[src/rtl/svm_pkg.sv]
// Purpose: shared constants and types for the supply voltage monitor control
// Assumes: two detector channels, 8-bit register port
// Notes: register offsets are byte addresses on the plain register port
package svm_pkg;

  // ****************************************
  // register map
  // ****************************************
  localparam logic [1:0] ADDR_LEVEL_FLAG = 2'h0; // detector_level_flag_reg
  localparam logic [1:0] ADDR_MODE_EN = 2'h1; // detector_mode_enable_reg

  // ****************************************
  // level/flag register fields
  // ****************************************
  localparam int LVL1_LO = 0; // channel 1 level select, two bits
  localparam int LVL2_LO = 2; // channel 2 level select, two bits
  localparam int SF1_BIT = 4; // channel 1 live status
  localparam int F1_BIT = 5; // channel 1 sticky flag
  localparam int SF2_BIT = 6; // channel 2 live status
  localparam int F2_BIT = 7; // channel 2 sticky flag

  // ****************************************
  // mode/enable register fields
  // ****************************************
  localparam int EN1_BIT = 0; // channel 1 enable
  localparam int MOD1_BIT = 1; // channel 1 action select
  localparam int EN2_BIT = 2; // channel 2 enable
  localparam int MOD2_BIT = 3; // channel 2 action select
  localparam logic [7:0] MODE_EN_WMASK = 8'h3f; // bits 7:6 read zero

  // ****************************************
  // reset values and level codes
  // ****************************************
  localparam logic [1:0] LEVEL_RESET = 2'h0; // level reset value
  localparam logic [7:0] MODE_EN_RESET = 8'h00; // mode/enable reset value
  localparam logic [1:0] LVL_4V50 = 2'h0; // 4.50 V
  localparam logic [1:0] LVL_4V20 = 2'h1; // 4.20 V
  localparam logic [1:0] LVL_3V70 = 2'h2; // 3.70 V
  localparam logic [1:0] LVL_3V15 = 2'h3; // 3.15 V

  // ****************************************
  // types
  // ****************************************
  typedef struct packed {
    logic [1:0] addr; // register address
    logic [7:0] wdata; // write data
    logic wr; // write strobe
    logic rd; // read strobe
  } svm_bus_req_t;

  typedef struct packed {
    logic [1:0] level; // threshold selection
    logic enable; // channel enable
    logic action; // 0 interrupt, 1 reset
  } svm_chan_cfg_t;

endpackage

[src/rtl/svm_channel.sv]
// Purpose: one detector channel: synchroniser, live status and sticky flag
// Assumes: comparator output is asynchronous to clk, high when supply is low
// Notes: sticky flag set wins over software clear
`timescale 1ns/1ps
module svm_channel (
  // clock and reset
  input wire logic clk,
  input wire logic reset,
  // configuration
  input svm_pkg::svm_chan_cfg_t cfg,
  // comparator input from analog side
  input wire logic below_async,
  // software clear of the sticky flag
  input wire logic flag_clear,
  // results
  output logic live_below_status,
  output logic sticky_below_flag,
  output logic below_now
);

  // ****************************************
  // synchroniser
  // ****************************************
  logic sync1_q; // first stage, read only by second stage
  logic sync2_q; // second stage
  logic flag_q; // sticky flag
  logic flag_d; // next sticky flag

  // two flops on the comparator output
  always_ff @(posedge clk or posedge reset) begin
    if (reset) begin
      sync1_q <= 1'b0;
      sync2_q <= 1'b0;
    end else begin
      sync1_q <= below_async;
      sync2_q <= sync1_q;
    end
  end

  // live status follows the comparator while enabled, no holding
  assign below_now = cfg.enable & sync2_q;
  assign live_below_status = below_now;

  // set beats clear; disabling does not clear
  assign flag_d = below_now ? 1'b1 : (flag_clear ? 1'b0 : flag_q);

  // sticky flag register
  always_ff @(posedge clk or posedge reset) begin
    if (reset) begin
      flag_q <= 1'b0;
    end else begin
      flag_q <= flag_d;
    end
  end

  assign sticky_below_flag = flag_q;

endmodule // svm_channel

[src/rtl/svm_ctrl.sv]
// Purpose: control registers and request logic of a two-channel supply monitor
// Assumes: reset is power-on or external reset only; detection reset is an output
// Notes: registers sit on a plain strobe port with read data one cycle later
//
// The register offsets and the address-and-strobe port were left to the implementer.
`timescale 1ns/1ps
module svm_ctrl (
  // clock and reset
  input wire logic clk,
  input wire logic reset,
  // register port
  input wire logic [1:0] addr,
  input wire logic [7:0] wdata,
  input wire logic wr,
  input wire logic rd,
  output logic [7:0] rdata,
  // analog side
  input wire logic [1:0] below_async,
  output logic [1:0] level_sel_1_0,
  output logic [1:0] level_sel_2,
  output logic [1:0] comp_enable,
  // requests
  output logic supply_low_irq,
  output logic detect_reset
);

  // ****************************************
  // registers
  // ****************************************
  logic [1:0] lvl1_q; // channel 1 level
  logic [1:0] lvl2_q; // channel 2 level
  logic [7:0] mode_en_q; // mode/enable register
  logic [7:0] rdata_q; // read data
  logic irq_q; // interrupt request pulse
  logic rst_q; // detection reset level
  logic [1:0] below_prev_q; // previous gated comparator, for edges
  logic [1:0] lvl_en_q; // comparator enable outputs
  logic [3:0] lvl_out_q; // level outputs

  // ****************************************
  // decode
  // ****************************************
  svm_pkg::svm_bus_req_t req; // bundled request
  assign req = '{addr: addr, wdata: wdata, wr: wr, rd: rd};
  wire wr_lf = req.wr && (req.addr == svm_pkg::ADDR_LEVEL_FLAG);
  wire wr_me = req.wr && (req.addr == svm_pkg::ADDR_MODE_EN);
  wire rd_lf = req.rd && (req.addr == svm_pkg::ADDR_LEVEL_FLAG);
  wire rd_me = req.rd && (req.addr == svm_pkg::ADDR_MODE_EN);

  // per-channel configuration
  svm_pkg::svm_chan_cfg_t cfg1;
  svm_pkg::svm_chan_cfg_t cfg2;
  assign cfg1 = '{level: lvl1_q, enable: mode_en_q[svm_pkg::EN1_BIT], action: mode_en_q[svm_pkg::MOD1_BIT]};
  assign cfg2 = '{level: lvl2_q, enable: mode_en_q[svm_pkg::EN2_BIT], action: mode_en_q[svm_pkg::MOD2_BIT]};

  // software writes 0 to a sticky flag to clear it; 1 is ignored
  wire clr1 = wr_lf && !req.wdata[svm_pkg::F1_BIT];
  wire clr2 = wr_lf && !req.wdata[svm_pkg::F2_BIT];

  // ****************************************
  // channels
  // ****************************************
  wire [1:0] sf; // live status
  wire [1:0] ff; // sticky flags
  wire [1:0] bn; // gated below

  svm_channel u_ch1 (
    .clk(clk),
    .reset(reset),
    .cfg(cfg1),
    .below_async(below_async[0]),
    .flag_clear(clr1),
    .live_below_status(sf[0]),
    .sticky_below_flag(ff[0]),
    .below_now(bn[0])
  );

  svm_channel u_ch2 (
    .clk(clk),
    .reset(reset),
    .cfg(cfg2),
    .below_async(below_async[1]),
    .flag_clear(clr2),
    .live_below_status(sf[1]),
    .sticky_below_flag(ff[1]),
    .below_now(bn[1])
  );

  // ****************************************
  // request logic
  // ****************************************
  wire [1:0] act = {cfg2.action, cfg1.action};
  // interrupt on any change of the gated comparator in interrupt mode; disabling while low
  // also makes a change, which is the spurious request software must mask
  wire [1:0] edge_any = bn ^ below_prev_q;
  wire irq_d = |(edge_any & ~act);
  // reset level held while low in reset mode, reasserts at once
  wire rst_d = |(bn & act);

  // ****************************************
  // read mux
  // ****************************************
  wire [7:0] lf_val = {ff[1], sf[1], ff[0], sf[0], lvl2_q, lvl1_q};
  wire [7:0] rd_d = rd_lf ? lf_val : (rd_me ? mode_en_q : 8'h00);

  // configuration registers, cleared only by the system reset
  always_ff @(posedge clk or posedge reset) begin
    if (reset) begin
      lvl1_q <= svm_pkg::LEVEL_RESET;
      lvl2_q <= svm_pkg::LEVEL_RESET;
      mode_en_q <= svm_pkg::MODE_EN_RESET;
    end else begin
      if (wr_lf) begin
        lvl1_q <= req.wdata[svm_pkg::LVL1_LO +: 2];
        lvl2_q <= req.wdata[svm_pkg::LVL2_LO +: 2];
      end
      if (wr_me) begin
        mode_en_q <= req.wdata & svm_pkg::MODE_EN_WMASK;
      end
    end
  end

  // outputs and history
  always_ff @(posedge clk or posedge reset) begin
    if (reset) begin
      rdata_q <= 8'h00;
      irq_q <= 1'b0;
      rst_q <= 1'b0;
      below_prev_q <= 2'h0;
      lvl_en_q <= 2'h0;
      lvl_out_q <= 4'h0;
    end else begin
      rdata_q <= rd_d;
      irq_q <= irq_d;
      rst_q <= rst_d;
      below_prev_q <= bn;
      lvl_en_q <= {cfg2.enable, cfg1.enable};
      lvl_out_q <= {lvl2_q, lvl1_q};
    end
  end

  assign rdata = rdata_q;
  assign supply_low_irq = irq_q;
  assign detect_reset = rst_q;
  assign comp_enable = lvl_en_q;
  assign level_sel_1_0 = lvl_out_q[1:0];
  assign level_sel_2 = lvl_out_q[3:2];
endmodule // svm_ctrl

[config.mk]
export PLATFORM = sky130hd
export DESIGN_NAME = svm_ctrl
export DESIGN_NICKNAME = d
export VERILOG_FILES = /design/src/rtl/svm_pkg.sv /design/src/rtl/svm_channel.sv /design/src/rtl/svm_ctrl.sv
export SDC_FILE = /design/constraint.sdc
export NUM_CORES = 1
export LEC_CHECK = 0
export BUFFER_PORTS_ARGS = -buffer_cell sky130_fd_sc_hd__buf_2
export CAP_MARGIN = 20
export CORE_MARGIN = 1
export CORE_UTILIZATION = 34
export CTS_BUF_LIST = sky130_fd_sc_hd__clkbuf_8
export DETAILED_ROUTE_END_ITERATION = 12
export GPL_ROUTABILITY_DRIVEN = 0
export HOLD_SLACK_MARGIN = 0.03
export SYNTH_ARGS = -nofsm -noshare
export SYNTH_HDL_FRONTEND = slang
export SYNTH_HIERARCHICAL = 1
export SYNTH_SLANG_ARGS = --single-unit
export TNS_END_PERCENT = 1
[constraint.sdc]
create_clock -name clk -period 1.15 [get_ports clk]
set_input_delay 0.0575 -clock clk [delete_from_list [all_inputs] [get_ports clk]]
set_output_delay 0.0575 -clock clk [all_outputs]
set_load 0.03 [all_outputs]
After elaboration in Yosys (flattened, before gate mapping)
Index checks and enable logic that the tools add are counted.

cells by class
  $add $sub $neg = 0
  $mul = 0
  divide/modulo/power cells = 0
  order comparisons = 0
  equal/unequal tests = 1
  shifts and indexed selects = 0
  muxes and demuxes = 6
  bitwise logic cells = 6
  reductions and logical operators = 13

operators by type and width
  kind                                           count
  two-way mux 8 bit                              1
  logical AND 1 bit                              6
  two-way mux 6 bit                              1
  bitwise AND 2 bit                              2
  two-way mux 1 bit                              4
  nonzero test 2 bit                             2
  OR reduction 2 bit                             2
  bitwise AND 1 bit                              2
  == test 2 x 1 -> 1 bit, second input constant  1
  zero test 1 bit                                2
  zero test 2 bit                                1
  inverter 2 bit                                 1
  bitwise XOR 2 bit                              1

storage, ports and cells
  bits in registers = 34
  bits in latches = 0
  RAM bits = 0
  ROM bits = 0
  input port bits = 16
  output and inout port bits = 16
  logic and storage cells = 41
  memories = 0

Logic depth before layout (Yosys ltp)
Gate-level depths: netlist of run 1.

  depth in word-level cells = 5
  depth in mapped cells = 4
  mapped depth without buffers = 4

Modules after synthesis
Netlist of run 1, hierarchy kept.

modules (own cells, without submodules)
  module       instances  cells each  area each (um^2)
  svm_ctrl     1          65          1008.5
  svm_channel  2          8           106.4

Least setup slack after synthesis of run 1
No wires, ideal clock.

  path type = reg-to-reg
  from = register mode_en_q[0]
  to = register rdata_q[4], in the netlist rdata[4]
  setup time = 0.125 ns
  arrival time = 0.815 ns
  required time = 1.025 ns
  setup slack = 0.210 ns
  stages on the path, launching flop included = 5
  path through = dfrtp_1 > and2_4 > buf_4 > mux2i_1 > nor2_1

between the ends
  cells in the longest elaborated chain, start to end = 2

RTL lines
  what                      line               RTL
  start: declaration        svm_ctrl.sv:32     logic [7:0] mode_en_q;
  start signal: assignment  svm_ctrl.sv:111    mode_en_q <= svm_pkg::MODE_EN_RESET;
  start signal: assignment  svm_ctrl.sv:118    mode_en_q <= req.wdata & svm_pkg::MODE_EN_WMASK;
  bitwise AND 1 bit         svm_channel.sv:41  assign below_now = cfg.enable & sync2_q;
  via bn[0]                 svm_ctrl.sv:65     wire [1:0] bn;
  two-way mux 8 bit         svm_ctrl.sv:104    wire [7:0] rd_d = rd_lf ? lf_val : (rd_me ? mode_en_q : 8'h00);
  via rd_d[4]               svm_ctrl.sv:104
  end signal: assignment    svm_ctrl.sv:133    rdata_q <= rd_d;
  end: declaration          svm_ctrl.sv:33     logic [7:0] rdata_q;

The timed path passes the listed nets, and every way through them passes these cells.
A chain may end at the register's enable or synchronous reset.

Worst setup path in the final report of run 1
  from = input port rd
  to = register rdata_q[7], in the netlist rdata[7]

between the ends
  cells in the longest elaborated chain, start to end = 2

RTL lines
  what                line             RTL
  start: declaration  svm_ctrl.sv:15   input wire logic rd,
  logical AND 1 bit   svm_ctrl.sv:47   wire rd_lf = req.rd && (req.addr == svm_pkg::ADDR_LEVEL_FLAG);
  two-way mux 8 bit   svm_ctrl.sv:104
  via rd_d[7]         svm_ctrl.sv:104

The timed path passes the listed nets, and every way through them passes these cells.

==> results.json, run 1 <==
{
  "rows": 21,
  "rsz0062_at_grt": "no",
  "vias": 771,
  "ctsResizeCount": 0,
  "netlist_instances": 81,
  "core_area_mm2": 0.003390,
  "ff2ff_path_depth": 3,
  "dp.cells": 157,
  "post_cts_buffers": 0,
  "route.detailed.drc": 0,
  "maxCapViolCount": 0,
  "worstMarginPinSlew_ns": 0.3490,
  "clockBufferDepth": 2,
  "grt_util_all_layers_pct": 13.81,
  "ant_nets": 0,
  "synth.area.mux_share_pct": 14.45,
  "fin_crit_ns": 0.9857,
  "yosysSeqAreaShare_pct": 69.67,
  "firstDrtPassIters": 4,
  "dieArea_mm2": 0.003835,
  "hp-class": "primary input to flip-flop",
  "fin_cells": 175,
  "layout_common_cells": "dfrtp_1 (34), buf_2 (30), dlygate4sd3_1 (11)",
  "met1_usage_pct": 15.91,
  "busiest_layer": "met2",
  "htreeDepth": 2,
  "fp.dieW_um": 61.93,
  "synthSimpleGateAreaFrac_pct": 8.607,
  "clock.fmax_mhz": 1015,
  "synth_area_mm2": 0.001221,
  "final_util_pct": 48.73,
  "dpl.hpwl_mm": 1.443,
  "fin_nets": 145,
  "syn_to_final_growth_pct": 35.25,
  "period_share_pct": 85.71,
  "portBuffers": 30,
  "initial_core_util_pct": 36.03,
  "worstPathRequired_ns": 1.33,
  "syn_area_per_cell_um2": 15.08,
  "drtIter0Drc": 10,
  "io_pins": 32,
  "drive_above_1_share_pct": 42.64,
  "path_max_fanout": 7,
  "cts_sinks": 34,
  "cp-start-kind": "primary input",
  "grt_overflow": 0,
  "grtUsageMet3_pct": 6.004,
  "final_area_mm2": 0.001652,
  "seq_area_um2": 850.8,
  "yosysWarnings": 6,
  "syn-num-nets": 97,
  "multiInputGateArea_um2": 329.1,
  "wirelength_mm": 2.158,
  "setup_viol": 0,
  "synthXorXnorAreaFrac_pct": 1.434,
  "synth_top_family_by_area": "multiplexers",
  "diodes": 0,
  "end_kind": "flip-flop",
  "setup_slack_ns": 0.1643,
  "fin_skew_ns": 0.006650,
  "finalHoldViolations": 0,
  "cts_made_buffers": 5,
  "place_worst_setup_slack_ns": 0.1072,
  "grt_use_met2_pct": 21.20,
  "mostFrequentLayoutCell": "dfrtp_1",
  "yosys.area_share.adder_pct": 0,
  "synth_compound_area_share_pct": 2.459,
  "worstHoldEndpoint": "u_ch2/sticky_below_flag",
  "fillers": 312,
  "worst-setup-path-type": "primary input to flip-flop",
  "p_leak_nw": 0.8208,
  "slew_viol_final": 0,
  "worstPathArrival_ns": 1.17,
  "grt_pass1_vias": 796,
  "synth_edf_count": 0,
  "vias_per_cell": 4.406,
  "grt_max_degree": 29,
  "hp-start": "wdata[7]",
  "slew_headroom_pct": 76.73,
  "peakVddDrop_mv": 0.9491,
  "rr_startpoint": "mode_en_q[0]",
  "r2r_slack_ns": 0.20,
  "root_buffer": "clkbuf_8",
  "ys_seq_elements": 34,
  "clk_pin_slew_ns": 0.06,
  "p_per_area_mw_per_mm2": 1852,
  "grt_pass1_wl_mm": 3.477,
  "setup_tns_ns": 0,
  "synth_cell_types": 19,
  "clkLatencyLatePin_ns": 0.28,
  "place_area_mm2": 0.001429,
  "holdPathStages": 4,
  "antenna_found_initial": 0,
  "status": "complete, no violations",
  "wl_per_cell_um": 12.33,
  "r2r_end": "supply_low_irq",
  "ys_async_sr_fraction_pct": 100.0,
  "cts_tree": "built",
  "synth-main-ff-cell": "dfrtp_1",
  "die_y_um": 61.93
}
layer usage:
layer	wire, um	vias to the layer above	part of all wire, %
li1	-	362	-
met1	918	384	43
met2	1093	21	51
met3	112	4	5.2
met4	33	0	1.5
met5	0	-	0
synth_stat cells, types with 2 or more instances:
cell type,count,area (um2)
nor2_1,8,30.03
buf_4,3,22.52
and2_4,2,17.52
xnor2_1,2,17.52
dfrtp_1,34,850.8
a21o_1,2,15.01
inv_1,5,18.77
mux2i_1,6,60.06
mux2_2,9,101.4
final cells by class:
cell class	instances	area share, %
clock inverters	1	1.818
inverters	5	1.136
repair buffers	44	17.12
multi-input cells	39	19.92
well taps	46	3.485
clock buffers	6	5.000
flip-flops and latches	34	51.52
sequential cells by signal (all words and copies together), names as in the netlist, 2 cells and up:
register	cells
rdata	8
below_prev_q	2
mode_en_q	6
lvl2_q	2
comp_enable	2
lvl1_q	2
lvl_out_q	4
power breakdown:
group	internal, mW	switching [mW]
registers	1.36	0.0815
clock network	0.692	0.392
logic	0.226	0.302
worst max path at each step:
stage | startpoint | to | cells after the start
3_3_place_gp | addr[1] | lvl1_q[0] | 3
2_1_floorplan | mode_en_q[0] | rdata[4] | 4
3_5_place_dp | addr[1] | u_ch2/sticky_below_flag | 5
5_1_grt | rd | rdata[7] | 4
4_1_cts | rd | rdata[7] | 4
6_report | rd | rdata[7] | 4
timing repair:
item / 4_1_cts / 5_1_grt
hold buffers: 11 / 0
setup endpoints to repair: 0 / 0
hold endpoints to repair: 46 / 0
critical path: stages:
cell,delay [ns]
dlygate4sd3_1,0.52
buf_2,0.12
nand2b_1,0.20
nor3b_1,0.28
metrics by stage:
step / hold slack [ns] / total power [mW]
6_report: 0.06844 / 3.058
5_1_grt: 0.07751 / 3.225
4_1_cts: 0.05339 / 3.095
3_5_place_dp: -0.04976 / 1.972
3_3_place_gp: -0.05514 / 1.956
2_1_floorplan: -0.1889 / 1.821
cell families (layout without fill, tap and decap cells):
kind of cell | Yosys count | after routing
AOI/OAI and AO/OA | 4 | 4
xor gates and xnor gates | 2 | 2
buffers and inverters | 8 | 56
DFF | 34 | 34
muxes | 16 | 16
and+or+nand+nor | 17 | 17
No activity file was read; power rests on OpenSTA's default activity.
==> run 2: changes to the inputs <==
Clock period 1.15 ns to 0.9 ns, I/O delays scaled along.
==> results.json, run 2 (same netlist as run 1, synthesis figures left out) <==
{
  "end_kind": "flip-flop",
  "finalPower_mw": 3.905,
  "r2r_end": "mode_en_q[2]",
  "core_area_mm2": 0.003390,
  "status": "complete, no violations",
  "die_y_um": 61.93,
  "clkLatencyLatePin_ns": 0.29,
  "final_area_mm2": 0.001688,
  "firstDrtPassIters": 2,
  "vias": 762,
  "root_buffer": "clkbuf_8",
  "rsz0062_at_grt": "yes",
  "fin_crit_ns": 0.8932,
  "clockBufferDepth": 2,
  "setup_viol": 0,
  "grt_max_degree": 29,
  "cts_made_buffers": 5,
  "rows": 21,
  "cts_sinks": 34,
  "fp.dieW_um": 61.93,
  "place_area_mm2": 0.001474,
  "dp.cells": 163,
  "largest_reg_flops": 8,
  "portBuffers": 30,
  "syn_to_final_growth_pct": 38.22,
  "endpoint": "mode_en_q[2]",
  "grt_pass1_vias": 749,
  "r2r_slack_ns": 0.007,
  "grt_overflow": 0,
  "htreeDepth": 2,
  "dr_wl_met2_mm": 1.034,
  "cp-start-kind": "flip-flop",
  "peakVddDrop_mv": 1.287,
  "grt_util_all_layers_pct": 13.42,
  "antenna_found_initial": 0,
  "fin_cells": 180,
  "dieArea_mm2": 0.003835,
  "io_pins": 32,
  "worst-setup-path-type": "flip-flop to flip-flop",
  "p_leak_nw": 0.8461,
  "clock.fmax_mhz": 1120,
  "finalHoldViolations": 0,
  "vias_per_cell": 4.233,
  "fillers": 304,
  "drive_above_1_share_pct": 48.51,
  "fin_nets": 149,
  "slew_viol_final": 0,
  "met3_wirelength_um": 131,
  "met1_length_um": 937,
  "wl_per_cell_um": 11.93,
  "clk_pin_slew_ns": 0.07,
  "fin_skew_ns": 0.002009,
  "whs_ns": 0.03108,
  "hp-class": "primary input to flip-flop",
  "worstMarginPinSlew_ns": 0.3467,
  "ff2ff_path_depth": 2,
  "maxCapViolCount": 0,
  "highest_layer": "met4",
  "slew_headroom_pct": 76.89,
  "mostFrequentLayoutCell": "dfrtp_1",
  "ant_nets": 0,
  "worstPathRequired_ns": 1.07,
  "crit_start": "mode_en_q[2]",
  "cts_tree": "built",
  "route.detailed.drc": 0,
  "drtIter0Drc": 11,
  "diodes": 0,
  "grt_pass1_wl_mm": 3.443,
  "period_share_pct": 99.24,
  "setup_slack_ns": 0.006824,
  "place_worst_setup_slack_ns": -0.1103,
  "dpl.hpwl_mm": 1.502,
  "rr_startpoint": "mode_en_q[2]",
  "p_per_area_mw_per_mm2": 2314,
  "worstPathArrival_ns": 1.07,
  "layout_common_cells": "dfrtp_1 (34), buf_2 (30), mux2_2 (9), dlygate4sd3_1 (9), buf_4 (9)",
  "wirelength_mm": 2.148,
  "initial_core_util_pct": 36.03,
  "path_max_fanout": 3
}
run 2: cell types whose count changed in the layout (fill, tap and decap cells not counted):
cell           change
nor2_1             -1
dlygate4sd3_1      -2
xnor2_2            +1
nor3_1             -1
clkbuf_8           -1
nor2_2             +1
clkinv_2           +2
nor3_2             +1
xnor2_1            -1
buf_4              +6
run 2: where the power goes:
part	switching, mW	total (mW)	internal, mW	leakage (nW)
registers	0.101	1.84	1.74	0.415
clock network	0.529	1.34	0.813	0.0579
logic	0.398	0.719	0.321	0.373
total	1.03	3.91	2.88	0.846
run 2: per-layer routing:
| metal | global-route usage [%] | vias to the layer above |
|---|---|---|
| met2 | 19.51 | 22 |
| li1 | - | 375 |
| met4 | 6.667 | 0 |
| met1 | 16.18 | 359 |
| met3 | 7.246 | 6 |
| met5 | 0 | - |
run 2: final cells by class:
cell class / count / area [um2] / area share [%]
Sequential cell: 34 / 850.8 / 50.41
Multi-Input combinational cell: 39 / 344.1 / 20.39
Timing Repair Buffer: 48 / 307.8 / 18.24
Clock buffer: 5 / 68.82 / 4.077
Tap cell: 46 / 57.56 / 3.410
Clock inverter: 3 / 40.04 / 2.372
Inverter: 5 / 18.77 / 1.112
run 2: worst min path at each step:
| stage | from | to | slack (ns) | cells past startpoint |
|---|---|---|---|---|
| floorplan | reset | u_ch1/sticky_below_flag | -0.20 | 1 |
| global placement | reset | u_ch2/sync1_q | -0.07 | 2 |
| detailed placement | reset | u_ch1/sticky_below_flag | -0.06 | 2 |
| CTS | wdata[5] | mode_en_q[5] | 0.03 | 2 |
| global route | wdata[5] | mode_en_q[5] | 0.03 | 2 |
| finish | wdata[5] | mode_en_q[5] | 0.03 | 2 |
run 2: what timing repair did:
| action | 4_1_cts | 5_1_grt |
|---|---|---|
| hold buffers | 9 | 0 |
| endpoints found under the setup margin | 2 | 12 |
| setup buffers | 0 | 0 |
| pin swaps | 4 | 2 |
| hold endpoints to repair | 46 | 0 |
| gates resized for setup | 1 | 2 |
run 2: critical path, stage by stage, from the launching register on:
cell     delay (ns)
dfrtp_1        0.39
buf_4          0.14
mux2_2         0.25
run 2: per-stage QoR:
stage | utilization, % | setup TNS, ns
2_1_floorplan | - | -0.04821
3_3_place_gp | 43.48 | -0.9345
3_5_place_dp | 43.48 | -1.112
4_1_cts | 49.58 | -0.001179
5_1_grt | 49.80 | -0.1087
6_report | 49.80 | 0
